===== src/logic/tcm_map.svh =====
`ifndef TCM_MAP_SVH
`define TCM_MAP_SVH

// ----------------------------------------------------------------------------
// Register byte addresses
// ----------------------------------------------------------------------------
`define TCM_ADDR_MODE 8'h18
`define TCM_ADDR_CTRL 8'h00
`define TCM_ADDR_EVT 8'h14
`define TCM_ADDR_CHEN 8'h20
`define TCM_ADDR_CMP 8'h34
`define TCM_ADDR_CNT 8'h24
`define TCM_ADDR_RELOAD 8'h2C

// ----------------------------------------------------------------------------
// Field positions and codes
// ----------------------------------------------------------------------------
`define TCM_DIR_LSB 0
`define TCM_DIR_MSB 1
`define TCM_PE_BIT 3
`define TCM_OCM_LSB 4
`define TCM_OCM_MSB 6
`define TCM_CEN_BIT 0
`define TCM_ONE_PULSE_BIT 3
`define TCM_UPD_GEN_BIT 0
`define TCM_CHEN_BIT 0
`define TCM_POL_BIT 1
`define TCM_DIR_OUT 2'h0
`define TCM_OCM_FROZEN 3'h0
`define TCM_OCM_SET 3'h1
`define TCM_OCM_CLR 3'h2
`define TCM_OCM_TOG 3'h3
`define TCM_OCM_LOW 3'h4
`define TCM_OCM_HIGH 3'h5
`define TCM_OCM_PWM1 3'h6
`define TCM_OCM_PWM2 3'h7
`define TCM_RST16 16'h0000
`define TCM_RELOAD_RST 16'hFFFF
`define TCM_MODE_MASK 16'h007B
`define TCM_RESP_OK 2'h0
`define TCM_RESP_ERR 2'h2
`endif


===== src/logic/tcm_pkg.sv =====
package tcm_pkg;
  typedef enum logic [1:0] {TCM_IDLE, TCM_RESP} tcm_bus_state_t;

  typedef struct packed {
    logic [2:0] mode;
    logic [15:0] count;
    logic [15:0] cmp_active;
    logic below;
    logic was_frozen;
    logic ref_level;
  } tcm_cmp_state_t;
endpackage


===== src/logic/tcm_cmp_if.sv =====
`timescale 1ns/1ps
interface tcm_cmp_if;
  logic [2:0] mode;
  logic output_dir;
  logic [15:0] counter_value;
  logic [15:0] compare_value;
  logic output_reference;
  modport ctrl (output mode, output output_dir, output counter_value, output compare_value,
    input output_reference);
  modport gen (input mode, input output_dir, input counter_value, input compare_value,
    output output_reference);
endinterface


===== src/logic/tcm_top.sv =====
`timescale 1ns/1ps
`include "tcm_map.svh"
module tcm_top
(
  // Clock and reset
  input wire logic clk_sys,
  input wire logic rst_n,
  // AXI4-Lite write address
  input wire logic [7:0] s_axi_awaddr,
  input wire logic s_axi_awvalid,
  output logic s_axi_awready,
  // AXI4-Lite write data
  input wire logic [31:0] s_axi_wdata,
  input wire logic [3:0] s_axi_wstrb,
  input wire logic s_axi_wvalid,
  output logic s_axi_wready,
  // AXI4-Lite write response
  output logic [1:0] s_axi_bresp,
  output logic s_axi_bvalid,
  input wire logic s_axi_bready,
  // AXI4-Lite read address
  input wire logic [7:0] s_axi_araddr,
  input wire logic s_axi_arvalid,
  output logic s_axi_arready,
  // AXI4-Lite read data
  output logic [31:0] s_axi_rdata,
  output logic [1:0] s_axi_rresp,
  output logic s_axi_rvalid,
  input wire logic s_axi_rready,
  // Channel pins
  output logic output_reference,
  output logic channel_output,
  output logic update_event
);
  import tcm_pkg::*;

  typedef struct packed {
    tcm_bus_state_t wst;
    tcm_bus_state_t rst;
    logic aw_got;
    logic w_got;
    logic [7:0] waddr;
    logic [31:0] wdata;
    logic [1:0] bresp;
    logic [31:0] rdata;
    logic [1:0] rresp;
    logic [15:0] mode_reg;
    logic counter_en;
    logic one_pulse_mode;
    logic chan_en;
    logic output_polarity;
    logic [15:0] counter_value;
    logic [15:0] reload;
    logic [15:0] cmp_preload;
    logic [15:0] cmp_active;
    logic upd;
    logic chan_out;
  } tcm_top_state_t;

  tcm_top_state_t st;
  tcm_top_state_t next_st;
  tcm_cmp_if cmp_bus ();

  logic wr_fire;
  logic rd_fire;
  logic upd_gen_wr;
  logic overflow;
  logic upd_now;
  logic [15:0] wd16;
  logic pe;

  // --------------------------------------------------------------------------
  // Reference generator
  // --------------------------------------------------------------------------
  assign cmp_bus.mode = st.mode_reg[`TCM_OCM_MSB:`TCM_OCM_LSB];
  assign cmp_bus.output_dir = (st.mode_reg[`TCM_DIR_MSB:`TCM_DIR_LSB] == `TCM_DIR_OUT);
  assign cmp_bus.counter_value = st.counter_value;
  assign cmp_bus.compare_value = st.cmp_active;

  tcm_ref_gen u_ref
  (
    .clk_sys(clk_sys),
    .rst_n(rst_n),
    .cmp(cmp_bus.gen)
  );

  // --------------------------------------------------------------------------
  // Next state
  // --------------------------------------------------------------------------
  always_comb
  begin
    next_st = st;
    wr_fire = 1'b0;
    rd_fire = 1'b0;
    upd_gen_wr = 1'b0;
    wd16 = st.wdata[15:0];
    pe = st.mode_reg[`TCM_PE_BIT];

    // Write channel: address and data taken in either order
    if (s_axi_awvalid && !st.aw_got && st.wst == TCM_IDLE)
    begin
      next_st.aw_got = 1'b1;
      next_st.waddr = s_axi_awaddr;
    end
    if (s_axi_wvalid && !st.w_got && st.wst == TCM_IDLE)
    begin
      next_st.w_got = 1'b1;
      next_st.wdata = s_axi_wdata;
    end
    if (st.aw_got && st.w_got && st.wst == TCM_IDLE)
    begin
      wr_fire = 1'b1;
      next_st.aw_got = 1'b0;
      next_st.w_got = 1'b0;
      next_st.wst = TCM_RESP;
      next_st.bresp = `TCM_RESP_OK;
      // Byte lanes beyond the low half hold nothing; write strobes are ignored
      if (st.waddr == `TCM_ADDR_MODE)
      begin
        next_st.mode_reg = wd16 & `TCM_MODE_MASK;
        if (st.chan_en)
          next_st.mode_reg[`TCM_DIR_MSB:`TCM_DIR_LSB] =
            st.mode_reg[`TCM_DIR_MSB:`TCM_DIR_LSB];
      end
      else if (st.waddr == `TCM_ADDR_CTRL)
      begin
        next_st.counter_en = wd16[`TCM_CEN_BIT];
        next_st.one_pulse_mode = wd16[`TCM_ONE_PULSE_BIT];
      end
      else if (st.waddr == `TCM_ADDR_EVT)
        upd_gen_wr = wd16[`TCM_UPD_GEN_BIT];
      else if (st.waddr == `TCM_ADDR_CHEN)
      begin
        next_st.chan_en = wd16[`TCM_CHEN_BIT];
        next_st.output_polarity = wd16[`TCM_POL_BIT];
      end
      else if (st.waddr == `TCM_ADDR_CMP)
      begin
        next_st.cmp_preload = wd16;
        if (!pe)
          next_st.cmp_active = wd16;
      end
      else if (st.waddr == `TCM_ADDR_CNT)
        next_st.counter_value = wd16;
      else if (st.waddr == `TCM_ADDR_RELOAD)
        next_st.reload = wd16;
      else
        next_st.bresp = `TCM_RESP_ERR;
    end
    if (st.wst == TCM_RESP && s_axi_bready)
      next_st.wst = TCM_IDLE;

    // Read channel
    if (st.rst == TCM_IDLE && s_axi_arvalid)
    begin
      rd_fire = 1'b1;
      next_st.rst = TCM_RESP;
      next_st.rresp = `TCM_RESP_OK;
      next_st.rdata = '0;
      if (s_axi_araddr == `TCM_ADDR_MODE)
        next_st.rdata[15:0] = st.mode_reg;
      else if (s_axi_araddr == `TCM_ADDR_CTRL)
      begin
        next_st.rdata[`TCM_CEN_BIT] = st.counter_en;
        next_st.rdata[`TCM_ONE_PULSE_BIT] = st.one_pulse_mode;
      end
      else if (s_axi_araddr == `TCM_ADDR_EVT)
        next_st.rdata = '0;
      else if (s_axi_araddr == `TCM_ADDR_CHEN)
      begin
        next_st.rdata[`TCM_CHEN_BIT] = st.chan_en;
        next_st.rdata[`TCM_POL_BIT] = st.output_polarity;
      end
      else if (s_axi_araddr == `TCM_ADDR_CMP)
        next_st.rdata[15:0] = pe ? st.cmp_preload : st.cmp_active;
      else if (s_axi_araddr == `TCM_ADDR_CNT)
        next_st.rdata[15:0] = st.counter_value;
      else if (s_axi_araddr == `TCM_ADDR_RELOAD)
        next_st.rdata[15:0] = st.reload;
      else
        next_st.rresp = `TCM_RESP_ERR;
    end
    if (st.rst == TCM_RESP && s_axi_rready)
      next_st.rst = TCM_IDLE;

    // Up counter; overflow at the reload value
    overflow = st.counter_en && (st.counter_value == st.reload);
    upd_now = upd_gen_wr || overflow;
    if (upd_gen_wr)
      next_st.counter_value = `TCM_RST16;
    else if (overflow)
    begin
      next_st.counter_value = `TCM_RST16;
      // One-pulse stops the counter at the end of the period
      if (st.one_pulse_mode)
        next_st.counter_en = 1'b0;
    end
    else if (st.counter_en && !(wr_fire && st.waddr == `TCM_ADDR_CNT))
      next_st.counter_value = st.counter_value + 16'h0001;

    // Preload transfer; a same-cycle compare write still wins as newest value
    if (upd_now && pe)
      next_st.cmp_active = (wr_fire && st.waddr == `TCM_ADDR_CMP) ? wd16 : st.cmp_preload;
    next_st.upd = upd_now;

    // Pin forced low while the channel is off, whatever the polarity
    next_st.chan_out = st.chan_en &&
      (cmp_bus.output_reference ^ st.output_polarity);
  end

  always_ff @(posedge clk_sys)
  begin
    if (!rst_n)
    begin
      st <= '0;
      st.reload <= `TCM_RELOAD_RST;
    end
    else
      st <= next_st;
  end

  // --------------------------------------------------------------------------
  // Outputs
  // --------------------------------------------------------------------------
  assign s_axi_awready = st.wst == TCM_IDLE && !st.aw_got;
  assign s_axi_wready = st.wst == TCM_IDLE && !st.w_got;
  assign s_axi_bvalid = st.wst == TCM_RESP;
  assign s_axi_bresp = st.bresp;
  assign s_axi_arready = st.rst == TCM_IDLE;
  assign s_axi_rvalid = st.rst == TCM_RESP;
  assign s_axi_rdata = st.rdata;
  assign s_axi_rresp = st.rresp;
  assign output_reference = cmp_bus.output_reference;
  assign channel_output = st.chan_out;
  assign update_event = st.upd;
endmodule


===== src/logic/tcm_ref_gen.sv =====
`timescale 1ns/1ps
`include "tcm_map.svh"
module tcm_ref_gen
(
  // Clock and reset
  input wire logic clk_sys,
  input wire logic rst_n,
  // Compare stage
  tcm_cmp_if.gen cmp
);
  import tcm_pkg::*;

  tcm_cmp_state_t st;
  tcm_cmp_state_t next_st;
  logic below_now;
  logic match_now;
  logic pwm_lvl;

  always_comb
  begin
    next_st = st;
    below_now = cmp.counter_value < cmp.compare_value;
    match_now = cmp.counter_value == cmp.compare_value;
    pwm_lvl = (cmp.mode == `TCM_OCM_PWM1) ? below_now : !below_now;
    next_st.mode = cmp.mode;
    next_st.below = below_now;
    next_st.was_frozen = (cmp.mode == `TCM_OCM_FROZEN);
    if (cmp.output_dir)
    begin
      case (cmp.mode)
        `TCM_OCM_FROZEN: next_st.ref_level = st.ref_level;
        `TCM_OCM_SET: if (match_now) next_st.ref_level = 1'b1;
        `TCM_OCM_CLR: if (match_now) next_st.ref_level = 1'b0;
        `TCM_OCM_TOG: if (match_now) next_st.ref_level = !st.ref_level;
        `TCM_OCM_LOW: next_st.ref_level = 1'b0;
        `TCM_OCM_HIGH: next_st.ref_level = 1'b1;
        default:
        begin
          // Level moves only on a compare change, on a mode change or on leaving frozen
          if (below_now != st.below || st.was_frozen || st.mode != cmp.mode)
            next_st.ref_level = pwm_lvl;
        end
      endcase
    end
  end

  always_ff @(posedge clk_sys)
  begin
    if (!rst_n)
    begin
      st <= '0;
      st.was_frozen <= 1'b1;
    end
    else
      st <= next_st;
  end

  assign cmp.output_reference = st.ref_level;
endmodule


===== config.mk =====
export PLATFORM = sky130hd
export DESIGN_NAME = tcm_top
export DESIGN_NICKNAME = d
export VERILOG_FILES = /design/src/logic/tcm_pkg.sv /design/src/logic/tcm_cmp_if.sv /design/src/logic/tcm_top.sv /design/src/logic/tcm_ref_gen.sv
export VERILOG_INCLUDE_DIRS = /design/src /design/src/logic
export SDC_FILE = /design/constraint.sdc
export NUM_CORES = 1
export LEC_CHECK = 0
export BUFFER_PORTS_ARGS = -buffer_cell sky130_fd_sc_hd__buf_2
export CELL_PAD_IN_SITES_DETAIL_PLACEMENT = 1
export CELL_PAD_IN_SITES_GLOBAL_PLACEMENT = 1
export CORE_AREA = 2 2 110 154
export CTS_BUF_LIST = sky130_fd_sc_hd__clkbuf_8
export DETAILED_ROUTE_END_ITERATION = 8
export DIE_AREA = 0 0 112 156
export GPL_ROUTABILITY_DRIVEN = 0
export PLACE_DENSITY = 0.79
export SYNTH_ARGS = -nofsm -noshare
export SYNTH_HDL_FRONTEND = slang
export SYNTH_HIERARCHICAL = 1
export SYNTH_SLANG_ARGS = --single-unit
export TNS_END_PERCENT = 30

===== constraint.sdc =====
create_clock -name clk_sys -period 2.7 [get_ports clk_sys]
set_input_delay 0.27 -clock clk_sys [delete_from_list [all_inputs] [get_ports clk_sys]]
set_output_delay 0.27 -clock clk_sys [all_outputs]
set_load 0.02 [all_outputs]

==> results.tsv, run 1 <==
stage	metric	value	unit
synthesis	yosysUniqueCellTypes	73	
status	status	complete, no violations	
sta	hold_viol_final	0	
die	core	16100	um2
clocking	path_clk_slew	0.08	ns
sta	final-max-slew-violation-count	0	
layout	final_util	49.1	%
global_route	track_usage	24.9	%
clocking	clock_path_buffers	2	
worst_hold_path	worstHoldPathType	primary input to flop	
worst_setup_path	critPathBufInv	1	
clocking	clock_latency	0.45	ns
clocking	cts.htree.levels	4	
sta	fin_worst_skew	0.0120	ns
worst_setup_path	crit_required	3.03	ns
worst_setup_path	path_cells	or4b_4 -> or3_1 -> buf_4 -> o21ai_0 -> a21oi_1 -> mux2_2	
place	dp_slack	0.143	ns
detailed_routing	ant_nets	0	
layout	num_antenna_cells	0	
synthesis	ys_top_cells_by_area	dfxtp_1 (36%), mux2i_1 (9.8%), nand2_1 (6.2%)	
sta	finalCritPeriodShare	86.6	%
worst_setup_path	slowest_stage	or4b_4	
sta	setup_violations	0	
die	die_y	156	um
pwr	netSwitchingFraction	26.5	%
pwr	intPower	0.00289	W
layout	largest_reg_flops	66	
synthesis	synth_area_leader_cell	dfxtp_1	
layout	syn2layout_area_growth	11.0	%
synthesis	synth.most_common_cell	dfxtp_1	
detailed_routing	drt_iter0_markers	240	
synthesis	ys_ff_latch	128	
pwr	cellLeakagePower	3.25	nW
global_route	grt_start_max_net_pins	36	
clocking	root_buffer	clkbuf_8	
synthesis	syn_inst	850	
detailed_routing	dr.pass1.iters	4	
clocking	cts_tree	done	
sta	max_freq	428	MHz
place	hpwlAfterDp	15.1	mm
worst_setup_path	worstPathArrival	2.67	ns
sta	holdWs	0.0544	ns
sta	slew_headroom	50.2	%
synthesis	synthFlopType	dfxtp_1	
sta	worst_slew_pin_slew	0.747	ns
synthesis	synth_common_cells	dfxtp_1 (128), nand2_1 (118), nor2_1 (80)	
worst_setup_path	worstSetupEndpointType	flop	
detailed_routing	vias	6315	
global_route	antenna_found_initial	0	
die	io_pins	103	
synthesis	synth_top_area_share	36.0	%
worst_setup_path	critical_path_class	flop to flop	
detailed_routing	wl	21.5	mm
detailed_routing	drc	0	
layout	drive_gt1_share	18.6	%
place	dp.cells	1072	
pwr	seq_power_share	50.2	%
worst_setup_path	cpPeakStageDelay	0.56	ns
synthesis	yosysWarningCount	6	
synthesis	async_reset_ff_share	0	%
pwr	p_comb_share	8.5	%
sta	fin_ws	0.363	ns
die	rows	55	
synthesis	synth-edff-count	0	
pwr	clock_power_share	41.2	%
global_route	grt_overflow	0	
worst_setup_path	start_kind	flop	
detailed_routing	wl_per_cell	19.5	um
sta	fin_tns_setup	0	ns
global_route	grt_pass1_wl	34.3	mm
die	dieArea	17500	um2
pwr	irDropWorstVdd	239	uV
detailed_routing	viasPerCell	5.71	
worst_setup_path	crit_fanout	31	
synthesis	netlist_area	7120	um2
layout	largest_register	st	
flow_run	maxCapViolCount	0	
die	chipWidth	112	um
layout	layout.nets	970	
global_route	grt_pass1_vias	6439	
worst_setup_path	cp_top_family	simple AND/OR/NAND/NOR gates	
synthesis	syn-mean-instance-area	8.37	um2
place	io_buffers	64	
sta	rsz0062_at_grt	false	
die	start_util	44.2	%
layout	fin_cells	1106	
pwr	p_sw	0.00105	W
synthesis	seq_area_frac_synth	36.0	%
pwr	powerDensity	499	nW/um2
clocking	cts_inserted_buffers	17	
sta	finalCriticalPeriod	2.34	ns
clocking	cts_sinks	128	
final cells by class:
type | instances | area [um2]
Timing Repair Buffer | 101 | 613
Inverter | 25 | 93.8
Tap cell | 199 | 249
Clock inverter | 13 | 123
Sequential cell | 128 | 2560
Clock buffer | 19 | 262
Fill cell | 2014 | 8200
Multi-Input combinational cell | 621 | 4000
tightest hold or removal path, cell delays in order:
cell	delay (ns)
buf_2	0.09
nand2_1	0.04
a21oi_1	0.05
placed cells by master (no fill, tap or decap), types with 4 or more instances in the layout:
cell type,netlist,final
a211oi_1,9,9
and3_1,8,8
mux2_2,8,8
inv_1,24,27
a21oi_1,61,61
nand3_1,10,10
buf_2,5,64
nand2b_1,4,4
nand2_1,118,118
conb_1,1,18
a32oi_1,6,6
xnor2_1,7,7
o22a_1,11,11
nor2_1,80,80
mux2_4,9,9
nand4_1,15,15
clkinv_2,0,4
a31oi_1,4,4
xor2_1,19,19
nor3_1,20,20
o21ai_0,35,35
ha_1,17,17
nor4_1,10,10
buf_4,38,35
o211ai_1,5,5
a21o_1,5,5
nand3b_1,6,6
and2_1,6,6
clkbuf_8,0,19
dfxtp_1,128,128
nor4b_1,4,4
mux2i_1,70,70
stage by stage:
stage          cell area (um2)  power (W)
3_3_place_gp              7480    0.00235
4_1_cts                   7880    0.00397
3_5_place_dp              7480    0.00236
5_1_grt                   7900    0.00410
2_1_floorplan             7180    0.00226
6_report                  7900    0.00394
routing by layer:
layer,wire (um),track usage (%),share of wire [%]
met5,0,0,0
met1,9120,29.2,42
met4,612,10.2,2.8
met3,719,4.12,3.3
met2,11100,44.9,51
power by group through the flow:
stage                     Combinational [W]  Clock [W]  Sequential (W)
final                              0.000336    0.00162         0.00198
after detailed placement           0.000335          0         0.00202
after global routing               0.000373    0.00174         0.00199
after global placement             0.000330          0         0.00202
after floorplan                    0.000256          0         0.00200
after CTS                          0.000338    0.00166         0.00198
final timing paths:
check	start	endpoint	slack [ns]	cells after the start
min reg2reg	s_axi_rdata[14]$_SDFFE_PN0P_	s_axi_rdata[14]$_SDFFE_PN0P_	0.45	2
max	st[157]$_SDFFE_PN0P_	cmp_bus.compare_value[13]$_SDFFE_PN0P_	0.36	6
max reg2reg	st[157]$_SDFFE_PN0P_	cmp_bus.compare_value[13]$_SDFFE_PN0P_	0.36	6
min	s_axi_wdata[12]	st[134]$_SDFFE_PN0P_	0.05	3
what timing repair did:
item / in CTS / in global routing
buffers inserted: 0 / 1
hold buffers: 1 / 0
endpoints found under the hold margin: 1 / 0
setup endpoints to repair: 0 / 3
gates resized for setup: 0 / 0
kinds of logic after synthesis:
| family | share of synthesized area, % |
|---|---|
| DFF | 36.0 |
| buffers and inverters | 8.74 |
| and+or+nand+nor | 20.8 |
| xor gates and xnor gates | 3.20 |
| other | 0.0527 |
| AOI/OAI and AO/OA | 15.2 |
| adders and majority gates | 2.99 |
| muxes | 13.0 |
(Power assumes the default switching activity.)
==> run 2: changes to the inputs <==
Settings changed: CORE_AREA 2 2 110 154 to 2 2 116 146, DIE_AREA 0 0 112 156 to 0 0 118 148, RECOVER_POWER from default to 50.
==> run 2 against run 1 <==
Die area about the same. Via count down 2.6%. Hold slack worse by 0.0093 ns. Flip-flop and latch count unchanged. Critical path depth unchanged. Clock skew about the same. Non-clock buffer count up 3. Sequential power about the same. Utilization up 0.57 points. First-iteration DRC count up 62%. Critical path type unchanged. Critical endpoint is now cmp_bus.compare_value[10]$_SDFFE_PN0P_. Highest routed layer unchanged.
==> results.tsv, run 2 (same netlist as run 1, synthesis figures left out) <==
stage	metric	value	unit	change
status	status	complete, no violations		
worst_setup_path	worstSetupEndpointType	flop		
worst_setup_path	r2r_end	cmp_bus.compare_value[10]$_SDFFE_PN0P_		
sta	finalCritPeriodShare	86.1	%	-0.49 points
layout	num_antenna_cells	0		unchanged
clocking	cts_sinks	128		unchanged
detailed_routing	wl_per_cell	18.1	um	-7.1%
worst_setup_path	worstPathArrival	2.67	ns	about the same
pwr	netSwitchingFraction	25.2	%	-1.4 points
worst_setup_path	cp-endpoint	cmp_bus.compare_value[10]$_SDFFE_PN0P_		
die	io_pins	103		unchanged
worst_hold_path	worstHoldPathType	primary input to flop		
pwr	cellLeakagePower	3.18	nW	-2.1%
worst_setup_path	r2r_cells	6		unchanged
worst_setup_path	start_kind	flop		
clocking	cts.htree.levels	4		unchanged
worst_hold_path	min_from	s_axi_awaddr[7]		
detailed_routing	drc	0		unchanged
die	die_y	148	um	-5.1%
global_route	grt_pass1_wl	32.9	mm	-4.0%
die	start_util	44.3	%	+0.089 points
sta	slew_headroom	13.3	%	-37 points
layout	fin_cells	1126		+1.8%
pwr	power.total	0.00431	W	+9.4%
worst_setup_path	regToRegSetupSlack	0.38	ns	about the same
die	core	16100	um2	-0.20%
sta	setup_violations	0		unchanged
layout	largest_register	st		
sta	fin_worst_skew	0.0120	ns	+0.0000336 ns
place	hpwlAfterDp	14.5	mm	-3.8%
sta	hold_viol_final	0		unchanged
pwr	intPower	0.00323	W	+11%
layout	layout.nets	973		+0.31%
layout	layout_common_cells	dfxtp_1 (128), nand2_1 (118), nor2_1 (80), mux2i_1 (70), a21oi_1 (61)		
clocking	path_clk_slew	0.08	ns	about the same
pwr	p_sw	0.00108	W	+3.7%
die	rows	52		-5.5%
detailed_routing	viasPerCell	5.46		-4.3%
worst_setup_path	cp-startpoint	st[154]$_SDFFE_PN0P_		
pwr	seq_power_share	45.9	%	-4.3 points
clocking	cts_tree	done		
sta	fin_tns_setup	0	ns	unchanged
detailed_routing	dr.pass1.iters	4		unchanged
global_route	antenna_found_initial	0		unchanged
pwr	p_comb_share	7.7	%	-0.8 points
pwr	clock_power_share	46.4	%	+5.2 points
global_route	track_usage	23.9	%	-0.93 points
global_route	grt_pass1_vias	6280		-2.5%
sta	fin_ws	0.376	ns	+0.0131 ns
clocking	root_buffer	clkbuf_8		
detailed_routing	ant_nets	0		unchanged
sta	rsz0062_at_grt	false		
place	dp.cells	1091		+1.8%
worst_setup_path	r2r_start	st[154]$_SDFFE_PN0P_		
global_route	grt_overflow	0		unchanged
layout	syn2layout_area_growth	12.0	%	
sta	final-max-slew-violation-count	0		unchanged
layout	drive_gt1_share	15.7	%	-2.9 points
clocking	cts_inserted_buffers	17		unchanged
die	dieArea	17500	um2	about the same
sta	finalCriticalPeriod	2.32	ns	-0.0131 ns
clocking	clock_latency	0.46	ns	about the same
layout	final_common_cell	dfxtp_1		
worst_setup_path	crit_required	3.05	ns	+0.02 ns
place	io_buffers	64		unchanged
die	chipWidth	118	um	+5.4%
sta	max_freq	430	MHz	+0.56%
detailed_routing	wl	20.4	mm	-5.5%
worst_setup_path	critical_path_class	flop to flop		
worst_setup_path	crit_fanout	31		unchanged
place	dp_slack	0.0843	ns	-0.0590 ns
layout	largest_reg_flops	66		unchanged
clocking	clock_path_buffers	2		unchanged
global_route	grt_start_max_net_pins	39		+8.3%
detailed_routing	drt_iter0_markers	388		+62%
layout	fillerInstances	1969		-2.2%
detailed_routing	vias	6153		-2.6%
flow_run	maxCapViolCount	0		unchanged
pwr	powerDensity	540	nW/um2	+8.4%
pwr	irDropWorstVdd	313	uV	+31%
sta	worst_slew_pin_slew	1.30	ns	+0.552 ns
==> run 2: cell types whose count changed in the layout (fill, tap and decap cells not counted), moves of 3 or more <==
cell       before  now
clkbuf_1        0   29
bufinv_16       2    6
and2_1          6    3
and2_0          0    3
buf_2          64   36
==> run 2: how the worst min path moves through the flow <==
stage / end / slack (ns) / depth (start not counted)
2_1_floorplan: u_ref/st[1]$_SDFF_PN1_ / 0.33 / 1
3_3_place_gp: s_axi_rdata[13]$_SDFFE_PN0P_ / 0.43 / 2
3_5_place_dp: s_axi_rdata[7]$_SDFFE_PN0P_ / 0.44 / 2
4_1_cts: st[161]$_SDFFE_PN0P_ / 0.02 / 3
5_1_grt: st[130]$_SDFFE_PN0P_ / 0.04 / 3
6_report: st[161]$_SDFFE_PN0P_ / 0.05 / 3
==> run 2: stage by stage <==
| stage | util [%] | area, um2 | hold WS [ns] |
|---|---|---|---|
| floorplan | - | 7180 | 0.332 |
| global placement | 46.8 | 7520 | 0.430 |
| detailed placement | 46.8 | 7520 | 0.442 |
| CTS | 49.8 | 8010 | 0.0221 |
| global route | 49.6 | 7970 | 0.0393 |
| finish | 49.6 | 7970 | 0.0451 |
==> run 2: area by class of cell <==
class / count / area (um2) / area share (%)
clock buffer: 17 / 234 / 2.93
sequential: 128 / 2560 / 32.1
inverter: 25 / 93.8 / 1.18
clock inverter: 15 / 243 / 3.04
multi-input combinational: 621 / 3990 / 50.1
timing repair buffer: 104 / 579 / 7.27
tap: 216 / 270 / 3.39
==> run 2: per-layer routing <==
metal  up-vias  part of all wire [%]  track usage, %
met2       133                    49            41.8
li1       3030                     -               -
met3        28                   4.5            3.90
met5         -                     0               0
met1      2962                    44            29.5
met4         0                   2.1            9.34
==> run 2: power by group through the flow <==
stage	Sequential, W	Clock, W	Combinational [W]
2_1_floorplan	0.00200	0	0.000256
3_3_place_gp	0.00202	0	0.000332
3_5_place_dp	0.00202	0	0.000337
4_1_cts	0.00198	0.00203	0.000339
5_1_grt	0.00198	0.00212	0.000371
6_report	0.00198	0.00200	0.000332
==> run 2: what timing repair did <==
action	in CTS	in global routing
setup buffers	0	2
setup endpoints to repair	0	3
resized for setup	0	0
hold buffers	1	0
endpoints found under the hold margin	1	0
==> run 2: critical path, stage by stage, from the launching register on <==
cell and delay (ns):
dfxtp_1 0.35, or4b_4 0.58, or3_1 0.36, buf_4 0.27, o21ai_0 0.25, a21oi_1 0.11
mux2_4 0.27
==> run 3: changes to the inputs <==
Settings changed: CORE_AREA 2 2 116 146 to 4 4 118 148, DIE_AREA 0 0 118 148 to 0 0 122 152, PLACE_DENSITY 0.79 to default, PLACE_DENSITY_LB_ADDON from default to 0.25.
==> run 3 against run 2 <==
Critical endpoint is now u_ref/cmp.output_reference$_SDFFE_PN0P_. Non-clock buffer count fell by 3. Die area rose by 6.2%. Utilization fell by 0.23 points. Register-to-register slack got worse by 0.097 ns. Critical path depth rose by 2. First-iteration DRC count fell by 7.7%. Clock skew fell by 0.00068 ns.
==> results.tsv, run 3 (same netlist as run 1, synthesis figures left out) <==
stage	metric	value	unit	change
worst_setup_path	critical_path_class	flop to flop		
global_route	track_usage	23.6	%	-0.32 points
die	start_util	44.3	%	unchanged
die	io_pins	103		unchanged
worst_setup_path	crit_required	3.07	ns	+0.02 ns
place	hpwlAfterDp	15.7	mm	+8.0%
flow_run	maxCapViolCount	0		unchanged
pwr	power.total	0.00416	W	-3.6%
status	status	complete, no violations		
sta	finalCriticalPeriod	2.42	ns	+0.0973 ns
global_route	grt_pass1_vias	6747		+7.4%
layout	layout.nets	970		-0.31%
clocking	cts_inserted_buffers	17		unchanged
pwr	irDropWorstVdd	250	uV	-20%
layout	largest_register	st		
global_route	grt_start_max_net_pins	36		-7.7%
layout	fillerInstances	1960		-0.46%
worst_setup_path	crit_fanout	4		-87%
sta	max_freq	413	MHz	-4.0%
layout	num_antenna_cells	0		unchanged
clocking	path_clk_slew	0.07	ns	about the same
sta	fin_worst_skew	0.0114	ns	-0.000676 ns
global_route	grt_overflow	0		unchanged
place	io_buffers	64		unchanged
layout	layout_common_cells	dfxtp_1 (128), nand2_1 (118), nor2_1 (80), mux2i_1 (70), a21oi_1 (61)		
clocking	root_buffer	clkbuf_8		
worst_setup_path	worstPathArrival	2.79	ns	+0.12 ns
clocking	clock_path_buffers	2		unchanged
worst_hold_path	worstHoldPathType	primary input to flop		
layout	drive_gt1_share	15.8	%	+0.052 points
clocking	cts.htree.levels	4		unchanged
worst_setup_path	worstSetupEndpointType	flop		
layout	syn2layout_area_growth	11.5	%	
sta	setup_violations	0		unchanged
pwr	cellLeakagePower	3.16	nW	-0.50%
die	chipWidth	122	um	+3.4%
die	dieArea	18500	um2	+6.2%
layout	final_common_cell	dfxtp_1		
clocking	cts_sinks	128		unchanged
clocking	cts_tree	done		
global_route	antenna_found_initial	0		unchanged
detailed_routing	drt_iter0_markers	358		-7.7%
detailed_routing	vias	6432		+4.5%
die	rows	52		unchanged
global_route	grt_pass1_wl	34.8	mm	+5.9%
die	die_y	152	um	+2.7%
sta	worst_slew_pin_slew	1.06	ns	-0.241 ns
detailed_routing	ant_nets	0		unchanged
sta	finalCritPeriodShare	89.7	%	+3.6 points
sta	final-max-slew-violation-count	0		unchanged
layout	largest_reg_flops	66		unchanged
worst_setup_path	start_kind	flop		
sta	hold_viol_final	0		unchanged
die	core	16100	um2	unchanged
detailed_routing	wl	21.6	mm	+6.0%
detailed_routing	wl_per_cell	19.2	um	+6.3%
sta	slew_headroom	29.4	%	+16 points
sta	fin_tns_setup	0	ns	unchanged
sta	rsz0062_at_grt	false		
detailed_routing	drc	0		unchanged
clocking	clock_latency	0.46	ns	about the same
detailed_routing	dr.pass1.iters	4		unchanged
detailed_routing	viasPerCell	5.73		+4.8%
pwr	powerDensity	524	nW/um2	-3.1%
run 3: worst paths after layout:
kind / from / end / slack [ns] / depth (start not counted)
worst min register to register: s_axi_rdata[8]$_SDFFE_PN0P_ / s_axi_rdata[8]$_SDFFE_PN0P_ / 0.45 / 2
worst max-delay path: cmp_bus.compare_value[15]$_SDFFE_PN0P_ / u_ref/cmp.output_reference$_SDFFE_PN0P_ / 0.28 / 8
worst max register to register: cmp_bus.compare_value[15]$_SDFFE_PN0P_ / u_ref/cmp.output_reference$_SDFFE_PN0P_ / 0.28 / 8
worst min-delay path: s_axi_wdata[11] / st[133]$_SDFFE_PN0P_ / 0.05 / 3
run 3: worst max-delay path, cell delays in order, from the launching register on:
cell and delay, ns:
dfxtp_1 0.40, inv_1 0.07, ha_1 0.34, nand4_2 0.18
nor4_2 0.50, o21ai_2 0.17, and3_1 0.25, a211oi_2 0.21
mux2i_1 0.22
run 3: final cells by class:
| class | count | area [um2] | share of cell area (%) |
|---|---|---|---|
| multi-input cells | 621 | 3990 | 50.3 |
| flip-flops and latches | 128 | 2560 | 32.3 |
| repair buffers | 101 | 578 | 7.28 |
| clock buffers | 20 | 275 | 3.47 |
| well taps | 216 | 270 | 3.41 |
| clock inverters | 12 | 165 | 2.08 |
| inverters | 25 | 93.8 | 1.18 |
run 3: timing repair:
item / CTS / global route
endpoints found under the hold margin: 1 / 0
buffers inserted: 0 / 1
endpoints found under the setup margin: 0 / 3
hold buffers: 1 / 0
resized for setup: 0 / 0
run 3: routing by layer:
metal / global-route usage [%] / vias to the layer above / wire length, um
met2: 40.6 / 190 / 10900
met5: 0 / - / 0
met1: 28.9 / 3186 / 9170
met4: 9.24 / 0 / 570
met3: 4.39 / 45 / 948
li1: - / 3011 / -
run 3: through the flow:
stage	instance area [um2]	setup WS, ns	hold WS (ns)	cells	util (%)
after global routing	7940	0.127	0.0408	1123	49.4
after global placement	7510	0.112	0.436	1089	46.7
after floorplan	7180	0.540	0.332	867	-
after detailed placement	7510	0.0635	0.440	1089	46.7
final	7940	0.279	0.0505	1123	49.4
after CTS	7960	0.0432	0.0183	1122	49.5
run 3: power by group:
part / leakage [nW] / total [W] / switching [W] / internal, W
Clock: 0.223 / 0.00184 / 0.000776 / 0.00107
Sequential: 1.04 / 0.00198 / 0.0000545 / 0.00193
Combinational: 1.90 / 0.000331 / 0.000223 / 0.000108
